## src/common/tpg_pkg.sv

```systemverilog
// Package: constants and types shared by the process data gate
package tpg_pkg;

  // ==========================================================
  // Network states as carried in heartbeat messages
  // ==========================================================
  typedef enum logic [6:0]
  {
    TPG_NMT_BOOT    = 7'h00,
    TPG_NMT_STOPPED = 7'h04,
    TPG_NMT_OPER    = 7'h05,
    TPG_NMT_PREOP   = 7'h7F
  } tpg_nmt_t;

  // ==========================================================
  // COB-ID layout and identifier derivation
  // ==========================================================
  localparam int          TPG_COB_INVALID_BIT = 31;
  localparam int          TPG_COB_NODEDEP_BIT = 30;
  localparam int          TPG_CANID_W         = 11;
  localparam int          TPG_NODE_W          = 7;
  localparam logic [10:0] TPG_TPDO4_BASE      = 11'h480;
  localparam logic [10:0] TPG_SRDO1_BASE      = 11'h0FF;
  localparam logic [10:0] TPG_HB_BASE         = 11'h700;

  // ==========================================================
  // Transmission types
  // ==========================================================
  localparam logic [7:0] TPG_TT_SYNC_MAX  = 8'hF0;
  localparam logic [7:0] TPG_TT_EVENT_MIN = 8'hFE;

  // ==========================================================
  // Angles, 0.01 degree per bit
  // ==========================================================
  localparam int           TPG_ANG_W      = 16;
  localparam logic [15:0]  TPG_LONG_FULL  = 16'h4650;
  localparam logic [15:0]  TPG_LAT_FULL   = 16'h2328;
  localparam logic [15:0]  TPG_LIMIT_TOL  = 16'h0064;

  // ==========================================================
  // Factory values and timing
  // ==========================================================
  localparam logic [7:0]  TPG_DEF_TTYPE     = 8'hFE;
  localparam logic [15:0] TPG_DEF_EVT_MS    = 16'h000A;
  localparam logic [15:0] TPG_DEF_LIMIT     = 16'h4650;
  localparam int          TPG_CLK_MHZ       = 200;
  localparam int          TPG_MS_NS         = 1000000;
  localparam int          TPG_CLK_NS        = 5;
  localparam int          TPG_MS_CYCLES     = TPG_MS_NS / TPG_CLK_NS;

  // ==========================================================
  // Outgoing frame kinds
  // ==========================================================
  localparam logic [1:0] TPG_FR_TPDO = 2'h0;
  localparam logic [1:0] TPG_FR_SRDO = 2'h1;
  localparam logic [1:0] TPG_FR_HB   = 2'h2;

  localparam int TPG_FRAME_W = 2 + 11 + 64;

endpackage

```

## src/verilog/tpg_fifo.sv

```systemverilog
// Module: synchronous FIFO with valid/ready on both sides
module tpg_fifo
  import tpg_pkg::*;
#(
  parameter int WIDTH = 8,
  parameter int DEPTH = 16
)
(
  input  wire logic             sys_clk,
  input  wire logic             rst,
  input  wire logic [WIDTH-1:0] in_data,
  input  wire logic             in_valid,
  output logic                  in_ready,
  output logic      [WIDTH-1:0] out_data,
  output logic                  out_valid,
  input  wire logic             out_ready
);

  localparam int AW = $clog2(DEPTH);

  logic [WIDTH-1:0] mem [DEPTH];
  logic [AW-1:0]    wr_ptr;
  logic [AW-1:0]    rd_ptr;
  logic [AW:0]      count;
  wire              push;
  wire              pop;

  assign in_ready  = (count != (AW+1)'(DEPTH));
  assign out_valid = (count != '0);
  assign push      = in_valid && in_ready;
  assign pop       = out_valid && out_ready;
  assign out_data  = mem[rd_ptr];

  always_ff @(posedge sys_clk)
  begin
    if (push)
    begin
      mem[wr_ptr] <= in_data;
    end
  end

  always_ff @(posedge sys_clk)
  begin
    if (rst)
    begin
      wr_ptr <= '0;
      rd_ptr <= '0;
      count  <= '0;
    end
    else
    begin
      if (push)
      begin
        wr_ptr <= (wr_ptr == AW'(DEPTH-1)) ? '0 : wr_ptr + 1'b1;
      end
      if (pop)
      begin
        rd_ptr <= (rd_ptr == AW'(DEPTH-1)) ? '0 : rd_ptr + 1'b1;
      end
      count <= count + (AW+1)'(push) - (AW+1)'(pop);
    end
  end
endmodule

```

## src/verilog/tpg_gate.sv

```systemverilog
// Module: process data gating, range clamp and parameter store for a node
module tpg_gate
  import tpg_pkg::*;
#(
  parameter int FIFO_DEPTH = 16,
  parameter int MS_CYCLES  = TPG_MS_CYCLES,
  parameter int XCHK_TOL   = 16'h0032
)
(
  input  wire logic                   sys_clk,
  input  wire logic                   rst,
  input  wire logic [1:0]             nmt_cmd,
  input  wire logic                   nmt_cmd_valid,
  input  wire logic                   sync_rx,
  input  wire logic [6:0]             node_id,
  input  wire logic [31:0]            tpdo_cob,
  input  wire logic [31:0]            srdo_cob,
  input  wire logic [7:0]             cfg_ttype,
  input  wire logic [15:0]            cfg_evt_ms,
  input  wire logic [15:0]            cfg_limit,
  input  wire logic                   cfg_limited,
  input  wire logic                   cfg_wr,
  input  wire logic                   store_req,
  input  wire logic                   restore_req,
  input  wire logic [15:0]            srdo_crc_stored,
  input  wire logic [15:0]            hb_ms,
  input  wire logic [15:0]            cell_a_long,
  input  wire logic [15:0]            cell_a_lat,
  input  wire logic [15:0]            cell_b_long,
  input  wire logic [15:0]            cell_b_lat,
  input  wire logic                   sample_valid,
  output logic [TPG_FRAME_W-1:0]      frame_data,
  output logic                        frame_valid,
  input  wire logic                   frame_ready,
  output logic [6:0]                  nmt_state,
  output logic                        srdo_crc_ok,
  output logic                        nv_write,
  output logic [7:0]                  nv_ttype,
  output logic [15:0]                 nv_evt_ms,
  output logic [15:0]                 nv_limit,
  output logic                        restore_pend,
  output logic [15:0]                 ang_long,
  output logic [15:0]                 ang_lat,
  output logic [7:0]                  safe_status
);

  // ==========================================================
  // Network state
  // ==========================================================
  tpg_nmt_t state;
  wire      oper;

  assign oper      = (state == TPG_NMT_OPER);
  assign nmt_state = state;

  always_ff @(posedge sys_clk)
  begin
    if (rst)
    begin
      state <= TPG_NMT_BOOT;
    end
    else if (state == TPG_NMT_BOOT)
    begin
      state <= TPG_NMT_PREOP;
    end
    else if (nmt_cmd_valid)
    begin
      case (nmt_cmd)
        2'h0:    state <= TPG_NMT_OPER;
        2'h1:    state <= TPG_NMT_STOPPED;
        2'h2:    state <= TPG_NMT_PREOP;
        default: state <= state;
      endcase
    end
  end

  // ==========================================================
  // Working parameters, non-volatile image
  // ==========================================================
  logic [7:0]  ttype;
  logic [15:0] evt_ms;
  logic [15:0] limit;

  // Defaults written to the image only; working copy untouched
  // apply after reset
  always_ff @(posedge sys_clk)
  begin
    if (rst)
    begin
      ttype  <= TPG_DEF_TTYPE;
      evt_ms <= TPG_DEF_EVT_MS;
      limit  <= TPG_DEF_LIMIT;
    end
    else if (cfg_wr)
    begin
      ttype  <= cfg_ttype;
      evt_ms <= cfg_evt_ms;
      limit  <= cfg_limit;
    end
  end

  always_ff @(posedge sys_clk)
  begin
    if (rst)
    begin
      nv_write     <= 1'b0;
      nv_ttype     <= TPG_DEF_TTYPE;
      nv_evt_ms    <= TPG_DEF_EVT_MS;
      nv_limit     <= TPG_DEF_LIMIT;
      restore_pend <= 1'b0;
    end
    else
    begin
      nv_write <= store_req || restore_req;
      if (restore_req)
      begin
        nv_ttype     <= TPG_DEF_TTYPE;
        nv_evt_ms    <= TPG_DEF_EVT_MS;
        nv_limit     <= TPG_DEF_LIMIT;
        restore_pend <= 1'b1;
      end
      else if (store_req)
      begin
        nv_ttype  <= ttype;
        nv_evt_ms <= evt_ms;
        nv_limit  <= limit;
      end
    end
  end

  // ==========================================================
  // Identifiers and checksum
  // ==========================================================
  wire [10:0] tpdo_id;
  wire [10:0] srdo_id;
  wire        tpdo_en;
  wire        srdo_en;
  wire [15:0] crc_calc;

  assign tpdo_id = tpdo_cob[TPG_COB_NODEDEP_BIT] ? tpdo_cob[10:0] :
                   TPG_TPDO4_BASE + {4'h0, node_id};
  assign srdo_id = srdo_cob[TPG_COB_NODEDEP_BIT] ? srdo_cob[10:0] :
                   TPG_SRDO1_BASE + {3'h0, node_id, 1'b0};
  assign tpdo_en = !tpdo_cob[TPG_COB_INVALID_BIT];
  assign srdo_en = !srdo_cob[TPG_COB_INVALID_BIT];
  assign crc_calc = {5'h00, srdo_id} ^ {ttype, ttype} ^ evt_ms
                    ^ {srdo_cob[31:24], 8'h00};
  assign srdo_crc_ok = (crc_calc == srdo_crc_stored);

  // ==========================================================
  // Angle clamp and sensor cross-check
  // ==========================================================
  function automatic logic [15:0] clamp(input logic [15:0] a,
                                       input logic [15:0] lim,
                                       input logic [15:0] full,
                                       input logic        en);
    logic signed [17:0] v;
    logic signed [17:0] hi;
    v  = 18'(signed'(a));
    hi = 18'(signed'(lim)) + 18'(signed'(TPG_LIMIT_TOL));
    if (en && v > hi)
      clamp = full;
    else if (en && v < -hi)
      clamp = 16'(-signed'(full));
    else
      clamp = a;
  endfunction

  function automatic logic differs(input logic [15:0] a,
                                   input logic [15:0] b);
    logic signed [16:0] d;
    d = 17'(signed'(a)) - 17'(signed'(b));
    differs = (d > 17'(XCHK_TOL)) || (d < -17'(XCHK_TOL));
  endfunction

  wire [15:0] next_long;
  wire [15:0] next_lat;
  wire [7:0]  next_status;

  assign next_long = clamp(cell_a_long, limit, TPG_LONG_FULL,
                           cfg_limited);
  assign next_lat  = clamp(cell_a_lat, limit, TPG_LAT_FULL,
                           cfg_limited);
  assign next_status = {6'h00,
                        differs(cell_a_lat, cell_b_lat),
                        differs(cell_a_long, cell_b_long)};

  always_ff @(posedge sys_clk)
  begin
    if (rst)
    begin
      ang_long    <= '0;
      ang_lat     <= '0;
      safe_status <= 8'h03;
    end
    else if (sample_valid)
    begin
      ang_long    <= next_long;
      ang_lat     <= next_lat;
      safe_status <= next_status;
    end
  end

  // ==========================================================
  // Triggers: event timer, SYNC, heartbeat
  // ==========================================================
  logic [31:0] evt_cnt;
  logic [31:0] hb_cnt;
  logic [7:0]  sync_cnt;
  logic        evt_fire;
  logic        hb_fire;
  logic        sync_fire;
  wire         is_sync;
  wire [31:0]  evt_len;
  wire [31:0]  hb_len;

  assign is_sync = (ttype <= TPG_TT_SYNC_MAX);
  assign evt_len = 32'(evt_ms) * 32'(MS_CYCLES);
  assign hb_len  = 32'(hb_ms) * 32'(MS_CYCLES);

  always_ff @(posedge sys_clk)
  begin
    if (rst)
    begin
      evt_cnt   <= '0;
      hb_cnt    <= '0;
      sync_cnt  <= '0;
      evt_fire  <= 1'b0;
      hb_fire   <= 1'b0;
      sync_fire <= 1'b0;
    end
    else
    begin
      evt_fire  <= 1'b0;
      hb_fire   <= 1'b0;
      sync_fire <= 1'b0;
      if (evt_ms != '0 && evt_cnt + 1 >= evt_len)
      begin
        evt_cnt  <= '0;
        evt_fire <= !is_sync;
      end
      else
      begin
        evt_cnt <= evt_cnt + 1;
      end
      if (hb_ms != '0 && hb_cnt + 1 >= hb_len)
      begin
        hb_cnt  <= '0;
        hb_fire <= 1'b1;
      end
      else
      begin
        hb_cnt <= hb_cnt + 1;
      end
      if (sync_rx && is_sync)
      begin
        if (sync_cnt + 8'h01 >= ((ttype == 8'h00) ? 8'h01 : ttype))
        begin
          sync_cnt  <= '0;
          sync_fire <= 1'b1;
        end
        else
        begin
          sync_cnt <= sync_cnt + 8'h01;
        end
      end
    end
  end

  // ==========================================================
  // Frame builder into the FIFO
  // ==========================================================
  logic              tpdo_pend;
  logic              srdo_pend;
  logic              hb_pend;
  wire               fifo_in_ready;
  wire               fifo_push;
  logic [TPG_FRAME_W-1:0] next_frame;
  wire               send_tpdo;
  wire               send_srdo;
  wire [39:0]        srdo_vals;

  assign send_tpdo = tpdo_pend && oper && tpdo_en;
  assign send_srdo = srdo_pend && oper && srdo_en && srdo_crc_ok;
  assign srdo_vals = {safe_status, ang_lat, ang_long};

  always_comb
  begin
    next_frame = '0;
    if (hb_pend)
    begin
      next_frame = {TPG_FR_HB, TPG_HB_BASE + {4'h0, node_id},
                    56'h0, 1'b0, state};
    end
    else if (send_srdo)
    begin
      // values, then inverted check part
      // Only 24 bits left, so the check covers the low bytes
      next_frame = {TPG_FR_SRDO, srdo_id, ~srdo_vals[23:0], srdo_vals};
    end
    else if (send_tpdo)
    begin
      next_frame = {TPG_FR_TPDO, tpdo_id, 24'h0, srdo_vals};
    end
  end

  assign fifo_push = (hb_pend || send_srdo || send_tpdo);

  always_ff @(posedge sys_clk)
  begin
    if (rst)
    begin
      tpdo_pend <= 1'b0;
      srdo_pend <= 1'b0;
      hb_pend   <= 1'b0;
    end
    else
    begin
      hb_pend <= hb_fire || (hb_pend && !fifo_in_ready);
      if (evt_fire || sync_fire)
      begin
        tpdo_pend <= 1'b1;
        srdo_pend <= 1'b1;
      end
      else
      begin
        if (!hb_pend && fifo_in_ready && send_srdo)
          srdo_pend <= 1'b0;
        else if (!oper)
          srdo_pend <= 1'b0;
        if (!hb_pend && !send_srdo && fifo_in_ready && send_tpdo)
          tpdo_pend <= 1'b0;
        else if (!oper)
          tpdo_pend <= 1'b0;
      end
    end
  end

  tpg_fifo #(
    .WIDTH (TPG_FRAME_W),
    .DEPTH (FIFO_DEPTH)
  ) u_fifo (
    .sys_clk   (sys_clk),
    .rst       (rst),
    .in_data   (next_frame),
    .in_valid  (fifo_push),
    .in_ready  (fifo_in_ready),
    .out_data  (frame_data),
    .out_valid (frame_valid),
    .out_ready (frame_ready)
  );
endmodule

```

## config.mk

```make
export PLATFORM = sky130hd
export DESIGN_NAME = tpg_gate
export DESIGN_NICKNAME = d
export VERILOG_FILES = /design/src/common/tpg_pkg.sv /design/src/verilog/tpg_fifo.sv /design/src/verilog/tpg_gate.sv
export SDC_FILE = /design/constraint.sdc
export NUM_CORES = 2
export LEC_CHECK = 0
export BUFFER_PORTS_ARGS = -buffer_cell sky130_fd_sc_hd__buf_2
export CORE_UTILIZATION = 40
export CTS_CLUSTER_DIAMETER = 150
export DETAILED_ROUTE_END_ITERATION = 8
export SLEW_MARGIN = 10
export SYNTH_ARGS = -nofsm -noshare
export SYNTH_HDL_FRONTEND = slang
export SYNTH_SLANG_ARGS = --single-unit
```

## constraint.sdc

```tcl
create_clock -name sys_clk -period 11.55 [get_ports sys_clk]
set_input_delay 1.7325 -clock sys_clk [delete_from_list [all_inputs] [get_ports sys_clk]]
set_output_delay 1.7325 -clock sys_clk [all_outputs]
set_load 0.02 [all_outputs]
```

==> results.md <==
Min path:
- The worst hold path begins at hb_fire.
- The path class of the tightest hold or removal check is reg2reg.
- The worst hold path passes through 2 cells.
- The path with the worst hold slack has its endpoint at hb_pend.

Clock tree:
- The clock root buffer master is clkbuf_16.
- The quantity of hold-fixing buffers added after cts is 0.
- The number of buffers inserted to repair setup after CTS is 0.
- Clock-pin slew was measured on the worst setup and hold paths at 0.06 ns.
- The clock latency reported for the late side of the worst-skew pair is about 0.8 ns.
- Counting the buffers created by CTS gives 146.
- The clock tree buffer depth is 3.
- The count of cells resized by post-cts repair is 0.
- In this run the number of H-tree levels came out at 4.
- For this design, the sink count on the clock tree is about 1,400.
- TritonCTS built the clock tree.

Cells and area:
- Measured on the finished design, the core utilization comes to 0.459.
- The area added between synthesis and finish is 14.0%.
- The net count of the finished layout is 5,243.
- The share of layout cells above drive strength 1 is 0.222.

Pwr:
- The power density over the cells is 176 nW/um^2.
- The power after layout is around 13 mW.
- The worst vdd rail ir drop is between 0.15 and 0.2 mV.
- The leakage power figure is 27.6 nW.

GRT:
- The overall track demand over capacity in global routing is 0.207.
- The total global routing overflow is 0.
- The number of global-route vias before repair is between 30,000 and 40,000.
- The initial antenna violation count is 12.
- The first-pass GRT wire length is about 250,000 um.
- The maximum number of pins on one net before global-route repair is 65.

Critical path:
- The depth of the most critical reg-to-reg path is 29.
- In this run the register-to-register setup slack is ~4.4 ns.
- Of all nets on the critical path, the largest fanout is 32.
- In this run the critical register-to-register path is captured at evt_cnt[0].
- By startpoint and endpoint, the worst setup path is classified as in2reg.
- STA classifies the critical path startpoint as a primary input.
- The kind of cell adding the most delay to the critical path is adder cells.
- Data on the critical path is required at its endpoint by ~12 ns.
- The arrival time at the worst endpoint is a little under 8 ns.
- On the worst path, the slowest cell contributes a delay of around 0.53 ns.
- The standard cell with the maximum stage delay on the critical path is fa_1.
- The type of destination of the critical path is a flop.
- Together, buffers and inverters on the worst path number 6.
- The startpoint identified for the worst register-to-register timing path is evt_ms[2].

Routing:
- Summing over every cut layer, the via total after detailed routing is 36,604.
- For this block, the initial DRC count from the detailed router was a little under 3,000.
- The remaining antenna violation count is 0.
- For this run, design rule violations remaining after detail routing come to 0.
- The via density per instance is ~5.4.
- The first detailed-routing pass ran for 8 iterations.
- After detailed routing, the total wire length is roughly 170,000 um.
- The average routed wire per standard cell is ~25 um.

Die:
- From bottom edge to top edge, the die measures roughly 400 um.
- The die is approximately 400 um wide.
- In this run the core area contains 147 standard-cell rows.
- The area of the placeable core is approximately 160,000 um^2.
- The I/O pin count is between 300 and 400.
- The initial utilization of the core area, before any placement, comes to 0.402.
- The floorplan die area is roughly 160,000 um^2.

Timing:
- The total count of hold-check failures in the final report is 0.
- The final number of max-transition violations is 0.
- The aggregate negative setup slack is 0 ns.
- The worst clock skew is 0.0615 ns.
- At the pin with the least slew margin, the transition time is between 1 and 1.5 ns.
- Setup violations remaining at the end of the flow were counted as 0.
- Of the available clock period, the critical path in the final layout requires 0.628.
- Timing would allow up to approximately 0.14 GHz.
- Setup slack closes at approximately 4.3 ns.
- Measured against its own limit, the worst slew margin works out to 0.261.
- Setup repair after global routing left no endpoint under its margin.
- Hold timing on the final database bottoms out at a slack of 0.460 ns.
- The time the worst path needs with I/O delays and setup is 7.25 ns.

Yosys:
- The most repeated cell in the gate-level netlist after synthesis is edfxtp_1.
- Yosys attributes the largest share of cell area to edfxtp_1, mux4_2, ha_1, dfxtp_1, fa_1.
- The async set-reset flop share out of synthesis is 0.
- The register area share after synthesis is 0.595.
- The gate count after technology mapping is ~4,200.
- Yosys mapped the design onto between 80 and 90 distinct sky130hd cell types.
- Summed over all instances, the cell type with the most area after synthesis is edfxtp_1.
- The number of flops mapped to enable cells by yosys is 1,136.
- The number of storage elements in the synthesis netlist is between 1,000 and 1,500.
- The share of synthesized area in the top cell type comes to 0.529.
- For this run, the leading register cell type out of synthesis is edfxtp_1.
- The commonest cells after synthesis are edfxtp_1, ha_1, inv_1, mux4_2, dfxtp_1.
- The cell area that synthesis handed to floorplanning was between 60,000 and 70,000 um^2.
- A synthesized cell averages roughly 16 um^2.
- The count of yosys warnings during synthesis is 0.

Placement:
- The count of input and output buffers is about 340.
- After legalization and detailed placement, the total HPWL measured approximately 110,000 um.
- The final RePlAce weighted congestion is roughly 0.85.
- OpenSTA, run right after detailed placement, puts the worst setup slack at 3.46 ns.

Status:
- The flow ran to the end, and the final reports show no timing, DRC or antenna violations.

Job:
- Max-cap violations in this run came to 0.
## flip-flops by register name (all words and copies together) (netlist names), 2 cells and up, named ones only
name	count
safe_status	2
ttype	8
limit	16
nv_ttype	8
ang_long	16
ang_lat	16
evt_ms	16
nv_limit	16
nv_evt_ms	16
u_fifo.mem	1136
u_fifo.wr_ptr	4
evt_cnt	32
u_fifo.count	5
nmt_state	3
sync_cnt	8
hb_cnt	32
u_fifo.rd_ptr	4
## layout make-up
type                    count  area (um^2)
fillers                 14184        86800
flip-flops and latches   1350        38400
multi-input cells        2295        24200
clock buffers             191         3920
well taps                2160         2700
repair buffers            394         2100
inverters                 362         1360
clock inverters            80          845
diodes                      4         10.0
## cell families (layout without fill, tap and decap cells)
kind of cell	count (synthesis)	in the layout	synth area share
flops	1350	1350	0.595
simple gates	762	762	0.0608
buf+inv	523	1027	0.0320
fa+ha+maj	475	475	0.102
mux	444	444	0.138
compound gates	394	394	0.0423
xor+xnor	208	208	0.0295
other cells	1	16	0.0000581
## tightest hold or removal path: stages, from the launching register on
cell and delay (ns):
dfxtp_1 0.32, a21oi_1 0.04, nor2_1 0.07
## power by group
group	internal (mW)	total, mW	switching, mW
Clock	2.58	4.58	2.00
Combinational	1.34	2.98	1.64
Sequential	5.24	5.36	0.116
## metrics by stage
step | instance area (um^2) | cells
5_1_grt | 73500 | 6832
6_report | 73500 | 6836
2_1_floorplan | 64600 | 4168
3_3_place_gp | 68800 | 6561
4_1_cts | 73500 | 6832
3_5_place_dp | 68800 | 6561
## cell usage in the layout (no fill, tap or decap), types with 36 or more instances in the layout
cell / instances
nand2_1: 136
edfxtp_1: 1136
nand3_1: 64
nor2b_1: 62
nor3_1: 38
nand4_1: 37
buf_2: 341
mux4_2: 355
o21ai_0: 71
and2_1: 41
a21oi_1: 98
ha_1: 388
mux2i_1: 81
clkbuf_16: 147
and3_1: 63
xor2_1: 94
buf_4: 53
inv_1: 360
nor2_1: 203
dfxtp_1: 210
xnor2_1: 108
clkbuf_1: 36
fa_1: 87
## layer usage
metal	global-route usage	part of all wire	wire length, um	vias up
li1	-	-	-	16576
met1	0.284	0.43	73100	18624
met2	0.345	0.48	81800	1208
met3	0.0358	0.064	10800	186
met4	0.0449	0.017	2890	10
met5	0	0.00037	63	-
## worst max-delay path by stage
stage,cells past startpoint,end,slack [ns],from
3_5_place_dp,29,hb_cnt[14],3.46,hb_ms[6]
6_report,27,hb_cnt[14],4.30,hb_ms[7]
2_1_floorplan,31,hb_cnt[10],4.18,hb_ms[6]
3_3_place_gp,29,hb_cnt[4],3.51,hb_ms[6]
4_1_cts,29,hb_cnt[10],4.30,hb_ms[6]
5_1_grt,32,hb_cnt[21],3.75,hb_ms[6]
No activity file was read; power rests on OpenSTA's default activity.
